### config.mk
export PLATFORM = sky130hd
export DESIGN_NAME = sds_top
export DESIGN_NICKNAME = d
export VERILOG_FILES = /design/src/sds_pkg.sv /design/src/sds_persist.sv /design/src/sds_top.sv
export SDC_FILE = /design/constraint.sdc
export NUM_CORES = 1
export LEC_CHECK = 0
export BUFFER_PORTS_ARGS = -buffer_cell sky130_fd_sc_hd__buf_4
export CAP_MARGIN = 10
export CORE_UTILIZATION = 40
export DETAILED_ROUTE_END_ITERATION = 8
export PLACE_DENSITY = 0.67
export SLEW_MARGIN = 20
export SYNTH_ARGS = -nofsm -noshare
export SYNTH_HDL_FRONTEND = slang
export SYNTH_SLANG_ARGS = --single-unit
### constraint.sdc
create_clock -name mclk_i -period 2.4 [get_ports mclk_i]
set_input_delay 0.12 -clock mclk_i [delete_from_list [all_inputs] [get_ports mclk_i]]
set_output_delay 0.12 -clock mclk_i [all_outputs]
set_load 0.01 [all_outputs]
### src/sds_pkg.sv
/*
  sds_pkg: constants, register map, states and carrier types of the sensor
  diagnostic supervisor.
  assumes: a single 200 MHz clock and a classic wishbone register bus.
*/
package sds_pkg;

  // clock
  localparam int unsigned CLK_MHZ = 200;

  // times, in their own units
  localparam int unsigned HIGH_HOLD_US   = 100;
  localparam int unsigned SUPPLY_QUAL_US = 40;
  localparam int unsigned FIELD_QUAL_US  = 2500;
  localparam int unsigned BOND_QUAL_US   = 200;
  localparam int unsigned DIP_LONG_US    = 80;
  localparam int unsigned DIP_SHORT_US   = 5;
  localparam int unsigned RESTART_US     = 400;

  // the same times as clock cycles
  localparam int unsigned HIGH_HOLD_CYC   = HIGH_HOLD_US * CLK_MHZ;
  localparam int unsigned SUPPLY_QUAL_CYC = SUPPLY_QUAL_US * CLK_MHZ;
  localparam int unsigned FIELD_QUAL_CYC  = FIELD_QUAL_US * CLK_MHZ;
  localparam int unsigned BOND_QUAL_CYC   = BOND_QUAL_US * CLK_MHZ;
  localparam int unsigned DIP_LONG_CYC    = DIP_LONG_US * CLK_MHZ;
  localparam int unsigned DIP_SHORT_CYC   = DIP_SHORT_US * CLK_MHZ;
  localparam int unsigned RESTART_CYC     = RESTART_US * CLK_MHZ;

  // loop counter step after a short dip
  localparam logic [7:0] LOOP_DIP_STEP = 8'h0c;

  // register byte addresses
  localparam logic [3:0] ADDR_CMD    = 4'h0;
  localparam logic [3:0] ADDR_FLAGS  = 4'h4;
  localparam logic [3:0] ADDR_LIMITS = 4'h8;
  localparam logic [3:0] ADDR_ID     = 4'hc;

  // control register fields
  localparam int unsigned CMD_ESP_EN    = 0;
  localparam int unsigned CMD_CORR_OFF  = 1;
  localparam int unsigned CMD_FIELD_EN  = 2;
  localparam int unsigned CMD_SECURE_FR = 3;
  localparam logic [3:0]  CMD_RESET     = 4'h0;

  // flags register fields
  localparam int unsigned FLG_FIELD   = 0;
  localparam int unsigned FLG_BOND    = 3;
  localparam int unsigned FLG_CORR    = 5;
  localparam int unsigned FLG_UNCORR  = 6;
  localparam int unsigned FLG_UNDER   = 7;
  localparam int unsigned FLG_RHIGH   = 8;
  localparam int unsigned FLG_RLOW    = 9;
  localparam int unsigned FLG_STATE   = 12;

  // limits register layout: lower in 15:0, upper in 31:16
  localparam int unsigned LIM_UPPER_LSB = 16;
  localparam logic [31:0] LIM_RESET     = 32'hffff_0000;

  // arbitrary neutral block identity
  localparam logic [31:0] BLOCK_ID = 32'h0000_5d5d;

  // supervisor states
  typedef enum logic [2:0] {
    ST_POR,
    ST_INIT,
    ST_HIGH,
    ST_RUN,
    ST_OVER,
    ST_UNDER
  } sds_state_type;

  // supply and memory indications from analog and memory blocks
  typedef struct packed {
    logic below_off;
    logic above_on;
    logic above_ov;
    logic below_por;
    logic dip_low;
  } sds_supply_type;

  typedef struct packed {
    logic load_done;
    logic corrected;
    logic uncorrectable;
  } sds_mem_type;

  // controls towards the framer
  typedef struct packed {
    logic       drive_low;
    logic       drive_high;
    logic       frame_run;
    logic       frame_abort;
    logic       esp_restart;
    logic       esp_diag;
    logic       prewarn;
    logic       diag_bit;
    logic [7:0] loop_add;
  } sds_frame_type;

endpackage

### src/sds_persist.sv
/*
  sds_persist: persistence counter qualifying one fault indication.
  assumes: the indication is synchronous to clk_i.
*/
`timescale 1ns/10ps
module sds_persist #(
  parameter int unsigned COUNT = 8
) (
  // clock and reset
  input  wire logic clk_i,
  input  wire logic rst_n_i,
  // indication
  input  wire logic raw_i,
  output logic      qual_o
);

  localparam int unsigned W = $clog2(COUNT + 1);

  typedef struct packed {
    logic [W-1:0] cnt;
    logic         qual;
  } sds_pers_type;

  sds_pers_type s_q;
  sds_pers_type s_d;

  always_comb begin
    s_d = s_q;
    // restarts whenever the indication drops
    if (!raw_i) begin
      s_d.cnt  = '0;
      s_d.qual = 1'b0;
    end else if (s_q.cnt == W'(COUNT - 1)) begin
      s_d.qual = 1'b1;
    end else begin
      s_d.cnt = s_q.cnt + W'(1);
    end
  end

  always_ff @(posedge clk_i or negedge rst_n_i) begin
    if (!rst_n_i) begin
      s_q <= '0;
    end else begin
      s_q <= s_d;
    end
  end

  assign qual_o = s_q.qual;

endmodule

### src/sds_top.sv
/*
  sds_top: diagnostic supervisor of a single-wire angle sensor output.
  assumes: indications are synchronous to mclk_i, a framer acts on frame_o,
  and software reaches the registers over classic wishbone.
*/
// What this block does
// - status bit one carries prewarning, only while running normally
// - prewarning set while range high or range low flag is set
// - corrected memory error also prewarns unless disabled by control bit
// - output held low for undervoltage or overvoltage
// - output driven low during power-on reset
// - output kept low while memory loads into shadow registers
// - output high at least 100 us before first frame
// - overvoltage state keeps core running and drives output low
// - fault classes force low, send diagnostic code, or set diagnostic bit
// - entry qualified 40 us supply, 2.5 ms field/range, 0.2 ms bond
// - corrected, uncorrectable, field and bond flags stick until reset
// - diagnostic code messages only when enhanced protocol enabled
// - supply low beyond 80 us restarts start-up with diagnostic low
// - supply dip shorter than 5 us aborts the current frame
// - new frame within 400 us after supply returns above switch-on
// - secure frame format adds 12 to loop counter after short dip
// - enhanced message sequence restarts after a short dip
// - diagnostic low below switch-off, high impedance below reset level
// - range high above upper limit, range low below lower limit
// - range flags clear once angle is back inside range
`timescale 1ns/10ps
module sds_top #(
  parameter int unsigned ANGLE_W     = 16,
  parameter int unsigned SUPPLY_CYC  = sds_pkg::SUPPLY_QUAL_CYC,
  parameter int unsigned FIELD_CYC   = sds_pkg::FIELD_QUAL_CYC,
  parameter int unsigned BOND_CYC    = sds_pkg::BOND_QUAL_CYC,
  parameter int unsigned HOLD_CYC    = sds_pkg::HIGH_HOLD_CYC,
  parameter int unsigned LONG_CYC    = sds_pkg::DIP_LONG_CYC,
  parameter int unsigned RESTART_CYC = sds_pkg::RESTART_CYC
) (
  // clock and reset
  input  wire logic                   mclk_i,
  input  wire logic                   rst_n_i,
  // wishbone slave
  input  wire logic                   wb_cyc_i,
  input  wire logic                   wb_stb_i,
  input  wire logic                   wb_we_i,
  input  wire logic [3:0]             wb_adr_i,
  input  wire logic [3:0]             wb_sel_i,
  input  wire logic [31:0]            wb_dat_i,
  output logic      [31:0]            wb_dat_o,
  output logic                        wb_ack_o,
  // indications
  input  wire sds_pkg::sds_supply_type supply_i,
  input  wire sds_pkg::sds_mem_type    mem_i,
  input  wire logic                   field_weak_i,
  input  wire logic                   bond_open_i,
  input  wire logic [ANGLE_W-1:0]     angle_i,
  input  wire logic                   frame_end_i,
  // output pin and framer controls
  output logic                        out_o,
  output logic                        out_oe_o,
  output sds_pkg::sds_frame_type       frame_o
);

  localparam int unsigned TW = 32;

  typedef struct packed {
    sds_pkg::sds_state_type st;
    logic [TW-1:0]          tmr;
    logic [3:0]             cmd;
    logic [31:0]            lim;
    logic                   field_weak;
    logic                   bond_open;
    logic                   corrected;
    logic                   uncorr;
    logic                   under;
    logic                   rhigh;
    logic                   rlow;
    logic                   dip_seen;
    logic                   restart_wait;
    logic [TW-1:0]          rtmr;
    logic [31:0]            rdat;
    logic                   ack;
    logic                   out;
    logic                   oe;
    sds_pkg::sds_frame_type fr;
  } sds_top_type;

  sds_top_type s_q;
  sds_top_type s_d;

  logic               under_q;
  logic               over_q;
  logic               field_q;
  logic               bond_q;
  logic               above_q;
  logic               below_q;
  logic [ANGLE_W-1:0] upper_lim;
  logic [ANGLE_W-1:0] lower_lim;
  logic               wb_req;
  logic               low_fault;
  logic               short_dip;

  ////////////////////////////////////////////////////////////////////////////
  // qualification counters

  assign upper_lim = s_q.lim[sds_pkg::LIM_UPPER_LSB +: ANGLE_W];
  assign lower_lim = s_q.lim[ANGLE_W-1:0];

  sds_persist #(.COUNT(SUPPLY_CYC)) u_under (
    .clk_i   (mclk_i),
    .rst_n_i (rst_n_i),
    .raw_i   (supply_i.below_off),
    .qual_o  (under_q)
  );

  sds_persist #(.COUNT(SUPPLY_CYC)) u_over (
    .clk_i   (mclk_i),
    .rst_n_i (rst_n_i),
    .raw_i   (supply_i.above_ov),
    .qual_o  (over_q)
  );

  // field loss only counts when detection is enabled
  sds_persist #(.COUNT(FIELD_CYC)) u_field (
    .clk_i   (mclk_i),
    .rst_n_i (rst_n_i),
    .raw_i   (field_weak_i & s_q.cmd[sds_pkg::CMD_FIELD_EN]),
    .qual_o  (field_q)
  );

  sds_persist #(.COUNT(BOND_CYC)) u_bond (
    .clk_i   (mclk_i),
    .rst_n_i (rst_n_i),
    .raw_i   (bond_open_i),
    .qual_o  (bond_q)
  );

  sds_persist #(.COUNT(FIELD_CYC)) u_rhigh (
    .clk_i   (mclk_i),
    .rst_n_i (rst_n_i),
    .raw_i   (angle_i > upper_lim),
    .qual_o  (above_q)
  );

  sds_persist #(.COUNT(FIELD_CYC)) u_rlow (
    .clk_i   (mclk_i),
    .rst_n_i (rst_n_i),
    .raw_i   (angle_i < lower_lim),
    .qual_o  (below_q)
  );

  assign wb_req    = wb_cyc_i & wb_stb_i & ~s_q.ack;
  // faults that force the pin low
  assign low_fault = under_q | over_q | s_q.uncorr;
  assign short_dip = supply_i.dip_low;

  ////////////////////////////////////////////////////////////////////////////
  // next state

  always_comb begin
    s_d = s_q;
    s_d.ack = 1'b0;
    s_d.fr.frame_abort = 1'b0;
    s_d.fr.esp_restart = 1'b0;
    s_d.fr.loop_add = 8'h00;

    if (mem_i.corrected) begin
      s_d.corrected = 1'b1;
    end
    if (mem_i.uncorrectable) begin
      s_d.uncorr = 1'b1;
    end
    if (field_q) begin
      s_d.field_weak = 1'b1;
    end
    if (bond_q) begin
      s_d.bond_open = 1'b1;
    end
    s_d.under = under_q;
    // range flags follow the qualified comparison
    s_d.rhigh = above_q;
    s_d.rlow  = below_q;

    unique case (s_q.st)
      sds_pkg::ST_POR: begin
        s_d.st = sds_pkg::ST_INIT;
        s_d.tmr = '0;
      end
      sds_pkg::ST_INIT: begin
        if (mem_i.load_done && supply_i.above_on && !low_fault) begin
          s_d.st = sds_pkg::ST_HIGH;
          s_d.tmr = '0;
        end
      end
      // hold the pin high before the first frame
      sds_pkg::ST_HIGH: begin
        if (low_fault) begin
          s_d.st = over_q ? sds_pkg::ST_OVER : sds_pkg::ST_UNDER;
          s_d.tmr = '0;
        end else if (s_q.tmr == TW'(HOLD_CYC - 1)) begin
          s_d.st = sds_pkg::ST_RUN;
        end else begin
          s_d.tmr = s_q.tmr + TW'(1);
        end
      end
      sds_pkg::ST_RUN: begin
        // low faults win over the frame
        if (low_fault) begin
          s_d.st = over_q ? sds_pkg::ST_OVER : sds_pkg::ST_UNDER;
          s_d.tmr = '0;
          s_d.fr.frame_abort = 1'b1;
        end else if (short_dip && !s_q.dip_seen) begin
          s_d.dip_seen = 1'b1;
          s_d.fr.frame_abort = 1'b1;
          s_d.restart_wait = 1'b1;
          s_d.rtmr = '0;
          if (s_q.cmd[sds_pkg::CMD_SECURE_FR]) begin
            s_d.fr.loop_add = sds_pkg::LOOP_DIP_STEP;
          end
          if (s_q.cmd[sds_pkg::CMD_ESP_EN]) begin
            s_d.fr.esp_restart = 1'b1;
          end
        end
        if (!short_dip) begin
          s_d.dip_seen = 1'b0;
        end
      end
      sds_pkg::ST_OVER: begin
        if (!over_q) begin
          s_d.st = sds_pkg::ST_HIGH;
          s_d.tmr = '0;
        end
      end
      sds_pkg::ST_UNDER: begin
        if (s_q.tmr != TW'(LONG_CYC)) begin
          s_d.tmr = s_q.tmr + TW'(1);
        end
        if (!under_q && !s_q.uncorr && supply_i.above_on) begin
          s_d.st = (s_q.tmr == TW'(LONG_CYC)) ? sds_pkg::ST_INIT : sds_pkg::ST_HIGH;
          s_d.tmr = '0;
        end
      end
      default: begin
        s_d.st = sds_pkg::ST_POR;
      end
    endcase

    // restart the frame no later than the bound after the dip
    if (s_q.restart_wait) begin
      if (!short_dip && supply_i.above_on) begin
        if (frame_end_i || s_q.rtmr == TW'(RESTART_CYC - 1)) begin
          s_d.restart_wait = 1'b0;
        end else begin
          s_d.rtmr = s_q.rtmr + TW'(1);
        end
      end
    end

    // pin stage: release below reset level, else drive
    s_d.oe  = ~supply_i.below_por;
    s_d.out = (s_d.st == sds_pkg::ST_HIGH) || (s_d.st == sds_pkg::ST_RUN);
    s_d.fr.drive_low  = ~s_d.out;
    s_d.fr.drive_high = s_d.st == sds_pkg::ST_HIGH;
    s_d.fr.frame_run  = (s_d.st == sds_pkg::ST_RUN) & ~s_d.restart_wait;

    s_d.fr.prewarn = (s_d.st == sds_pkg::ST_RUN) &
                     (s_d.rhigh | s_d.rlow |
                      (s_d.corrected & ~s_q.cmd[sds_pkg::CMD_CORR_OFF]));
    // diagnostic bit for field loss and open bridge
    s_d.fr.diag_bit = s_d.field_weak | s_d.bond_open;
    // diagnostic code message only with enhanced protocol
    s_d.fr.esp_diag = s_q.cmd[sds_pkg::CMD_ESP_EN] & (s_d.st == sds_pkg::ST_RUN) &
                      (s_d.corrected | s_d.field_weak | s_d.bond_open |
                       s_d.rhigh | s_d.rlow);

    // register bus, one wait state; a write lands at the edge that sees ack
    if (wb_cyc_i && wb_stb_i && wb_we_i && s_q.ack) begin
      if (wb_adr_i == sds_pkg::ADDR_CMD && wb_sel_i[0]) begin
        s_d.cmd = wb_dat_i[3:0];
      end
      if (wb_adr_i == sds_pkg::ADDR_LIMITS) begin
        for (int b = 0; b < 4; b++) begin
          if (wb_sel_i[b]) begin
            s_d.lim[8*b +: 8] = wb_dat_i[8*b +: 8];
          end
        end
      end
    end
    if (wb_req) begin
      s_d.ack = 1'b1;
      s_d.rdat = '0;
      if (!wb_we_i) begin
        unique case (wb_adr_i)
          sds_pkg::ADDR_CMD:    s_d.rdat = {28'h0000000, s_q.cmd};
          sds_pkg::ADDR_LIMITS: s_d.rdat = s_q.lim;
          sds_pkg::ADDR_ID:     s_d.rdat = sds_pkg::BLOCK_ID;
          sds_pkg::ADDR_FLAGS: begin
            s_d.rdat[sds_pkg::FLG_FIELD]  = s_q.field_weak;
            s_d.rdat[sds_pkg::FLG_BOND]   = s_q.bond_open;
            s_d.rdat[sds_pkg::FLG_CORR]   = s_q.corrected;
            s_d.rdat[sds_pkg::FLG_UNCORR] = s_q.uncorr;
            s_d.rdat[sds_pkg::FLG_UNDER]  = s_q.under;
            s_d.rdat[sds_pkg::FLG_RHIGH]  = s_q.rhigh;
            s_d.rdat[sds_pkg::FLG_RLOW]   = s_q.rlow;
            s_d.rdat[sds_pkg::FLG_STATE +: 3] = s_q.st;
          end
          default: s_d.rdat = '0;
        endcase
      end
    end
  end

  ////////////////////////////////////////////////////////////////////////////
  // state register

  always_ff @(posedge mclk_i or negedge rst_n_i) begin
    if (!rst_n_i) begin
      s_q     <= '0;
      s_q.st  <= sds_pkg::ST_POR;
      s_q.cmd <= sds_pkg::CMD_RESET;
      s_q.lim <= sds_pkg::LIM_RESET;
      s_q.oe  <= 1'b1;
      s_q.fr.drive_low <= 1'b1;
    end else begin
      s_q <= s_d;
    end
  end

  assign wb_dat_o = s_q.rdat;
  assign wb_ack_o = s_q.ack;
  assign out_o    = s_q.out;
  assign out_oe_o = s_q.oe;
  assign frame_o  = s_q.fr;

endmodule

==> impl_metrics.prom <==
# TYPE chip_impl_metric gauge
chip_impl_metric{name="design.final.nets",unit=""} 1625
chip_impl_metric{name="power.static_leakage",unit="nW"} 7.28
chip_impl_metric{name="clock_latency",unit="ns"} 0.54
chip_impl_info{name="startpoint_of_the_lowest_slack_hold_path",value="frame_end_i"} 1
chip_impl_metric{name="clkPwrFrac",unit="%"} 43.7
chip_impl_metric{name="antenna_found_initial",unit=""} 2
chip_impl_metric{name="cts_buffers",unit=""} 29
chip_impl_metric{name="pin_count_of_the_biggest_net_entering_global_routing",unit=""} 74
chip_impl_metric{name="core_area",unit="um2"} 32800
chip_impl_metric{name="clkTransAtPathRegs",unit="ns"} 0.06
chip_impl_metric{name="htreeDepth",unit=""} 1
chip_impl_metric{name="io_pins",unit=""} 123
chip_impl_metric{name="netlist-cell-type-count",unit=""} 65
chip_impl_metric{name="irDropWorstVdd",unit="mV"} 0.347
chip_impl_metric{name="post_synth_edffs",unit=""} 0
chip_impl_metric{name="finalMaxSlewViolations",unit=""} 0
chip_impl_info{name="crit_slowest_cell",value="sky130_fd_sc_hd__or4b_4"} 1
chip_impl_metric{name="final_util",unit="%"} 49.5
chip_impl_metric{name="met1_demand_to_capacity_share_in_global_routing",unit="%"} 24.0
chip_impl_info{name="holdCritPathClass",value="input pin to register"} 1
chip_impl_metric{name="layout_setup_ws",unit="ns"} -0.00331
chip_impl_metric{name="relSlewSlack",unit="%"} 56.3
chip_impl_metric{name="synthesis_to_finish_area_growth",unit="%"} 20.7
chip_impl_metric{name="place_inst",unit=""} 1874
chip_impl_metric{name="drcViolationCount",unit=""} 0
chip_impl_metric{name="portion_of_synthesized_cell_area_occupied_by_the_leading_cell_type",unit="%"} 45.3
chip_impl_metric{name="grt_pass1_wl",unit="um"} 50400
chip_impl_metric{name="gp_routability_congestion",unit=""} 0.890
chip_impl_metric{name="placement.cell_area",unit="um2"} 14700
chip_impl_metric{name="period_minus_slack",unit="ns"} 2.40
chip_impl_metric{name="timing.final.hold_violations",unit=""} 0
chip_impl_metric{name="comb_power_share",unit="%"} 9.1
chip_impl_metric{name="yosysSeqAreaShare",unit="%"} 48.8
chip_impl_info{name="rsz_0062_raised_after_global_routing",value="yes"} 1
chip_impl_metric{name="fmaxAchievable",unit="GHz"} 0.416
chip_impl_metric{name="sw_frac_of_total",unit="%"} 23.6
chip_impl_metric{name="die_height",unit="um"} 185
chip_impl_metric{name="cp_data_required_time",unit="ns"} 2.81
chip_impl_metric{name="routed_wire_length_per_instance",unit="um"} 15.5
chip_impl_metric{name="fill_cells",unit=""} 2943
chip_impl_metric{name="wl",unit="um"} 30700
chip_impl_metric{name="clock_tree.buffer_depth",unit=""} 3
chip_impl_info{name="tritoncts",value="done"} 1
chip_impl_metric{name="p_sw",unit="W"} 0.00230
chip_impl_metric{name="ys.warnings.count",unit=""} 0
chip_impl_metric{name="drive_gt1_share",unit="%"} 18.7
chip_impl_metric{name="drt-initial-drc-count",unit=""} 630
chip_impl_metric{name="internal_power",unit="W"} 0.00747
chip_impl_metric{name="grt_use_met2",unit="%"} 30.0
chip_impl_info{name="critical_path.reg2reg.startpoint",value="s_q[143]"} 1
chip_impl_info{name="post_synth_main_area_contributors",value="sky130_fd_sc_hd__dfrtp_1 (45%), sky130_fd_sc_hd__ha_1 (3.8%), sky130_fd_sc_hd__nor2_1 (3.7%)"} 1
chip_impl_info{name="failing_checks",value="setup timing"} 1
chip_impl_metric{name="seq_power_share",unit="%"} 47.2
chip_impl_info{name="critPathCaptureType",value="register"} 1
chip_impl_metric{name="via_count_of_the_first_global_routing_pass",unit=""} 10124
chip_impl_metric{name="max_cap_viol_count",unit=""} 0
chip_impl_metric{name="dp_hpwl",unit="um"} 20900
chip_impl_metric{name="final_area",unit="um2"} 16200
chip_impl_metric{name="final.period_utilization",unit="%"} 100
chip_impl_info{name="timing.hold.worst_endpoint",value="s_q[83]"} 1
chip_impl_metric{name="initial_utilization",unit="%"} 41.0
chip_impl_info{name="synth_area_leader_cell",value="sky130_fd_sc_hd__dfrtp_1"} 1
chip_impl_metric{name="ys_seq_elements",unit=""} 261
chip_impl_metric{name="cts.sinks",unit=""} 261
chip_impl_info{name="run_status",value="finished with violations"} 1
chip_impl_info{name="critPathLaunchType",value="register"} 1
chip_impl_metric{name="grt_use_met3",unit="%"} 2.32
chip_impl_metric{name="avgSynthCellArea",unit="um2"} 9.88
chip_impl_metric{name="ff2ff_path_depth",unit=""} 7
chip_impl_info{name="yosys_most_used_dff",value="sky130_fd_sc_hd__dfrtp_1"} 1
chip_impl_metric{name="setup_viol",unit=""} 3
chip_impl_metric{name="slowest_delay",unit="ns"} 0.52
chip_impl_metric{name="syn_inst",unit=""} 1360
chip_impl_metric{name="synth-async-reset-ratio",unit="%"} 100
chip_impl_info{name="grt.busiest_layer",value="met2"} 1
chip_impl_metric{name="postRouteAntennaNets",unit=""} 0
chip_impl_metric{name="numPortBuffers",unit=""} 116
chip_impl_metric{name="die-width",unit="um"} 185
chip_impl_metric{name="die-area",unit="um2"} 34300
chip_impl_metric{name="floorplan.rows",unit=""} 66
chip_impl_metric{name="power_density",unit="nW/um2"} 603
chip_impl_metric{name="worst_pin_slew",unit="ns"} 0.654
chip_impl_metric{name="first_pass_iters",unit=""} 5
chip_impl_info{name="setup.worst_path.class",value="register to register"} 1
chip_impl_metric{name="via_total_after_detailed_routing",unit=""} 10304
chip_impl_info{name="reg2reg_to",value="s_q[130]"} 1
chip_impl_metric{name="finalSetupTns",unit="ns"} -0.00477
chip_impl_metric{name="reg2reg_setup_slack",unit="ns"} -0.003
chip_impl_metric{name="worst_ep_arrival_time",unit="ns"} 2.81
chip_impl_metric{name="total_routing_resource_utilization_after_global_routing",unit="%"} 17.8
chip_impl_metric{name="vias_per_cell",unit=""} 5.21
chip_impl_metric{name="synth_area",unit="um2"} 13400
chip_impl_metric{name="worst_hold_path.num_cells",unit=""} 3
chip_impl_metric{name="critPathMaxFanout",unit=""} 7
chip_impl_metric{name="skew_final",unit="ns"} 0.00878
chip_impl_metric{name="stdcell_count",unit=""} 1977
chip_impl_info{name="critical_path.cell_chain",value="or4_1 > or4b_4 > or2_4 > o211ai_4 > buf_6 > clkbuf_16 > o21ai_0"} 1
chip_impl_info{name="cts-root-buf",value="sky130_fd_sc_hd__clkbuf_16"} 1
chip_impl_metric{name="grt_overflow_total",unit=""} 0
chip_impl_metric{name="place_worst_setup_slack",unit="ns"} 0.000639
==> placed cells by master, fill, tap and decap left out, drive strengths merged, types with 41 or more instances in the layout <==
cell         Yosys  final
and2            41     41
buf             55    157
clkbuf          31     47
dfrtp          243    243
dlygate4sd3      0     43
ha              41     41
inv             58     58
nand2          101    101
nand3           87     87
nand4           49     49
nor2           131    131
o21ai           80     80
xor2            55     55
==> worst max path at each step <==
| stage | slack [ns] | endpoint | startpoint |
|---|---|---|---|
| final | -0.003 | s_q[130] | s_q[143] |
| after global routing | -0.08 | s_q[146] | s_q[143] |
| after CTS | -0.01 | s_q[145] | s_q[144] |
| after detailed placement | 0.0006 | s_q[151] | s_q[143] |
| after global placement | 0.02 | s_q[151] | s_q[143] |
| after floorplan | 0.05 | s_q[142] | s_q[143] |
==> cells in the mapped netlist (3+ instances only) <==
| cell | number |
|---|---|
| sky130_fd_sc_hd__a22o_1 | 17 |
| sky130_fd_sc_hd__nand3_1 | 87 |
| sky130_fd_sc_hd__dfstp_2 | 18 |
| sky130_fd_sc_hd__and3_1 | 26 |
| sky130_fd_sc_hd__a21o_1 | 8 |
| sky130_fd_sc_hd__a21boi_0 | 8 |
| sky130_fd_sc_hd__inv_1 | 58 |
| sky130_fd_sc_hd__buf_4 | 50 |
| sky130_fd_sc_hd__nor3_1 | 17 |
| sky130_fd_sc_hd__xnor2_1 | 35 |
| sky130_fd_sc_hd__mux2i_1 | 12 |
| sky130_fd_sc_hd__or2_2 | 8 |
| sky130_fd_sc_hd__a21oi_1 | 29 |
| sky130_fd_sc_hd__nand2b_1 | 15 |
| sky130_fd_sc_hd__or3_1 | 15 |
| sky130_fd_sc_hd__nor2_1 | 131 |
| sky130_fd_sc_hd__and2_1 | 41 |
| sky130_fd_sc_hd__a2111oi_0 | 3 |
| sky130_fd_sc_hd__xor2_1 | 55 |
| sky130_fd_sc_hd__o22ai_1 | 3 |
| sky130_fd_sc_hd__o31ai_1 | 21 |
| sky130_fd_sc_hd__o21ai_0 | 78 |
| sky130_fd_sc_hd__nand2_1 | 101 |
| sky130_fd_sc_hd__nor2b_1 | 18 |
| sky130_fd_sc_hd__ha_1 | 41 |
| sky130_fd_sc_hd__nor4b_1 | 5 |
| sky130_fd_sc_hd__buf_6 | 3 |
| sky130_fd_sc_hd__clkbuf_1 | 31 |
| sky130_fd_sc_hd__mux2_2 | 38 |
| sky130_fd_sc_hd__nor4_1 | 17 |
| sky130_fd_sc_hd__a31oi_1 | 10 |
| sky130_fd_sc_hd__nand4_1 | 49 |
| sky130_fd_sc_hd__and4_1 | 10 |
| sky130_fd_sc_hd__a22oi_1 | 4 |
| sky130_fd_sc_hd__nor3b_1 | 6 |
| sky130_fd_sc_hd__o21a_1 | 5 |
| sky130_fd_sc_hd__o41ai_1 | 9 |
| sky130_fd_sc_hd__dfrtp_1 | 243 |
==> through the flow <==
| stage | hold WS, ns | total power (W) |
|---|---|---|
| 2_1_floorplan | -0.176 | 0.00512 |
| 3_3_place_gp | 0.141 | 0.00545 |
| 3_5_place_dp | 0.143 | 0.00547 |
| 4_1_cts | 0.00327 | 0.00984 |
| 5_1_grt | 0.0299 | 0.0102 |
| 6_report | 0.00866 | 0.00978 |
==> flip-flops by register name, indices dropped and copies added (netlist names), 9 cells and up <==
signal       count
lower_lim       16
s_q             96
u_rhigh.s_q     19
u_bond.s_q      16
wb_dat_o        32
u_field.s_q     19
frame_o          9
u_rlow.s_q      19
u_over.s_q      13
u_under.s_q     13
==> cell families after synthesis <==
family / Yosys count / share of synthesized area, %
compound gates: 215 / 10.5
xor+xnor: 90 / 5.87
fa+ha+maj: 41 / 3.82
buf+inv: 144 / 5.59
flops: 261 / 48.8
mux: 50 / 4.08
other cells: 1 / 0.0279
simple gates: 558 / 21.3
==> area by class of cell <==
type / count / area, um2 / area share [%]
clock inverter: 7 / 85.1 / 0.525
antenna: 2 / 5.00 / 0.0309
timing repair buffer: 202 / 1730 / 10.7
tap: 442 / 553 / 3.41
sequential: 261 / 6550 / 40.4
multi-input combinational: 960 / 6240 / 38.5
inverter: 58 / 218 / 1.34
clock buffer: 45 / 826 / 5.09
==> per-layer routing <==
layer	vias to the layer above	wire length (um)
li1	5048	-
met1	4995	14300
met5	-	0
met2	214	14300
met3	47	1490
met4	0	578
==> timing repair <==
item,in CTS,in global routing
buffers inserted,0,3
gates cloned,0,3
hold endpoints to repair,162,0
pin swaps,0,2
endpoints found under the setup margin,6,69
hold buffers,43,0
gates resized for setup,3,27
==> power by group through the flow <==
stage	combinational, W	clock [W]	sequential, W
2_1_floorplan	0.000460	0	0.00466
3_3_place_gp	0.000769	0	0.00468
3_5_place_dp	0.000788	0	0.00469
4_1_cts	0.000856	0.00438	0.00461
5_1_grt	0.00100	0.00456	0.00463
6_report	0.000889	0.00428	0.00461
==> critical path: cells and delay by family (launching register included) <==
family                 cells  cell delay, ns
AO/OA/AOI/OAI              2            0.29
buffers and inverters      2            0.31
flip-flops                 1            0.37
AND/OR/NAND/NOR            3            1.31
No activity file was read; power rests on OpenSTA's default activity.
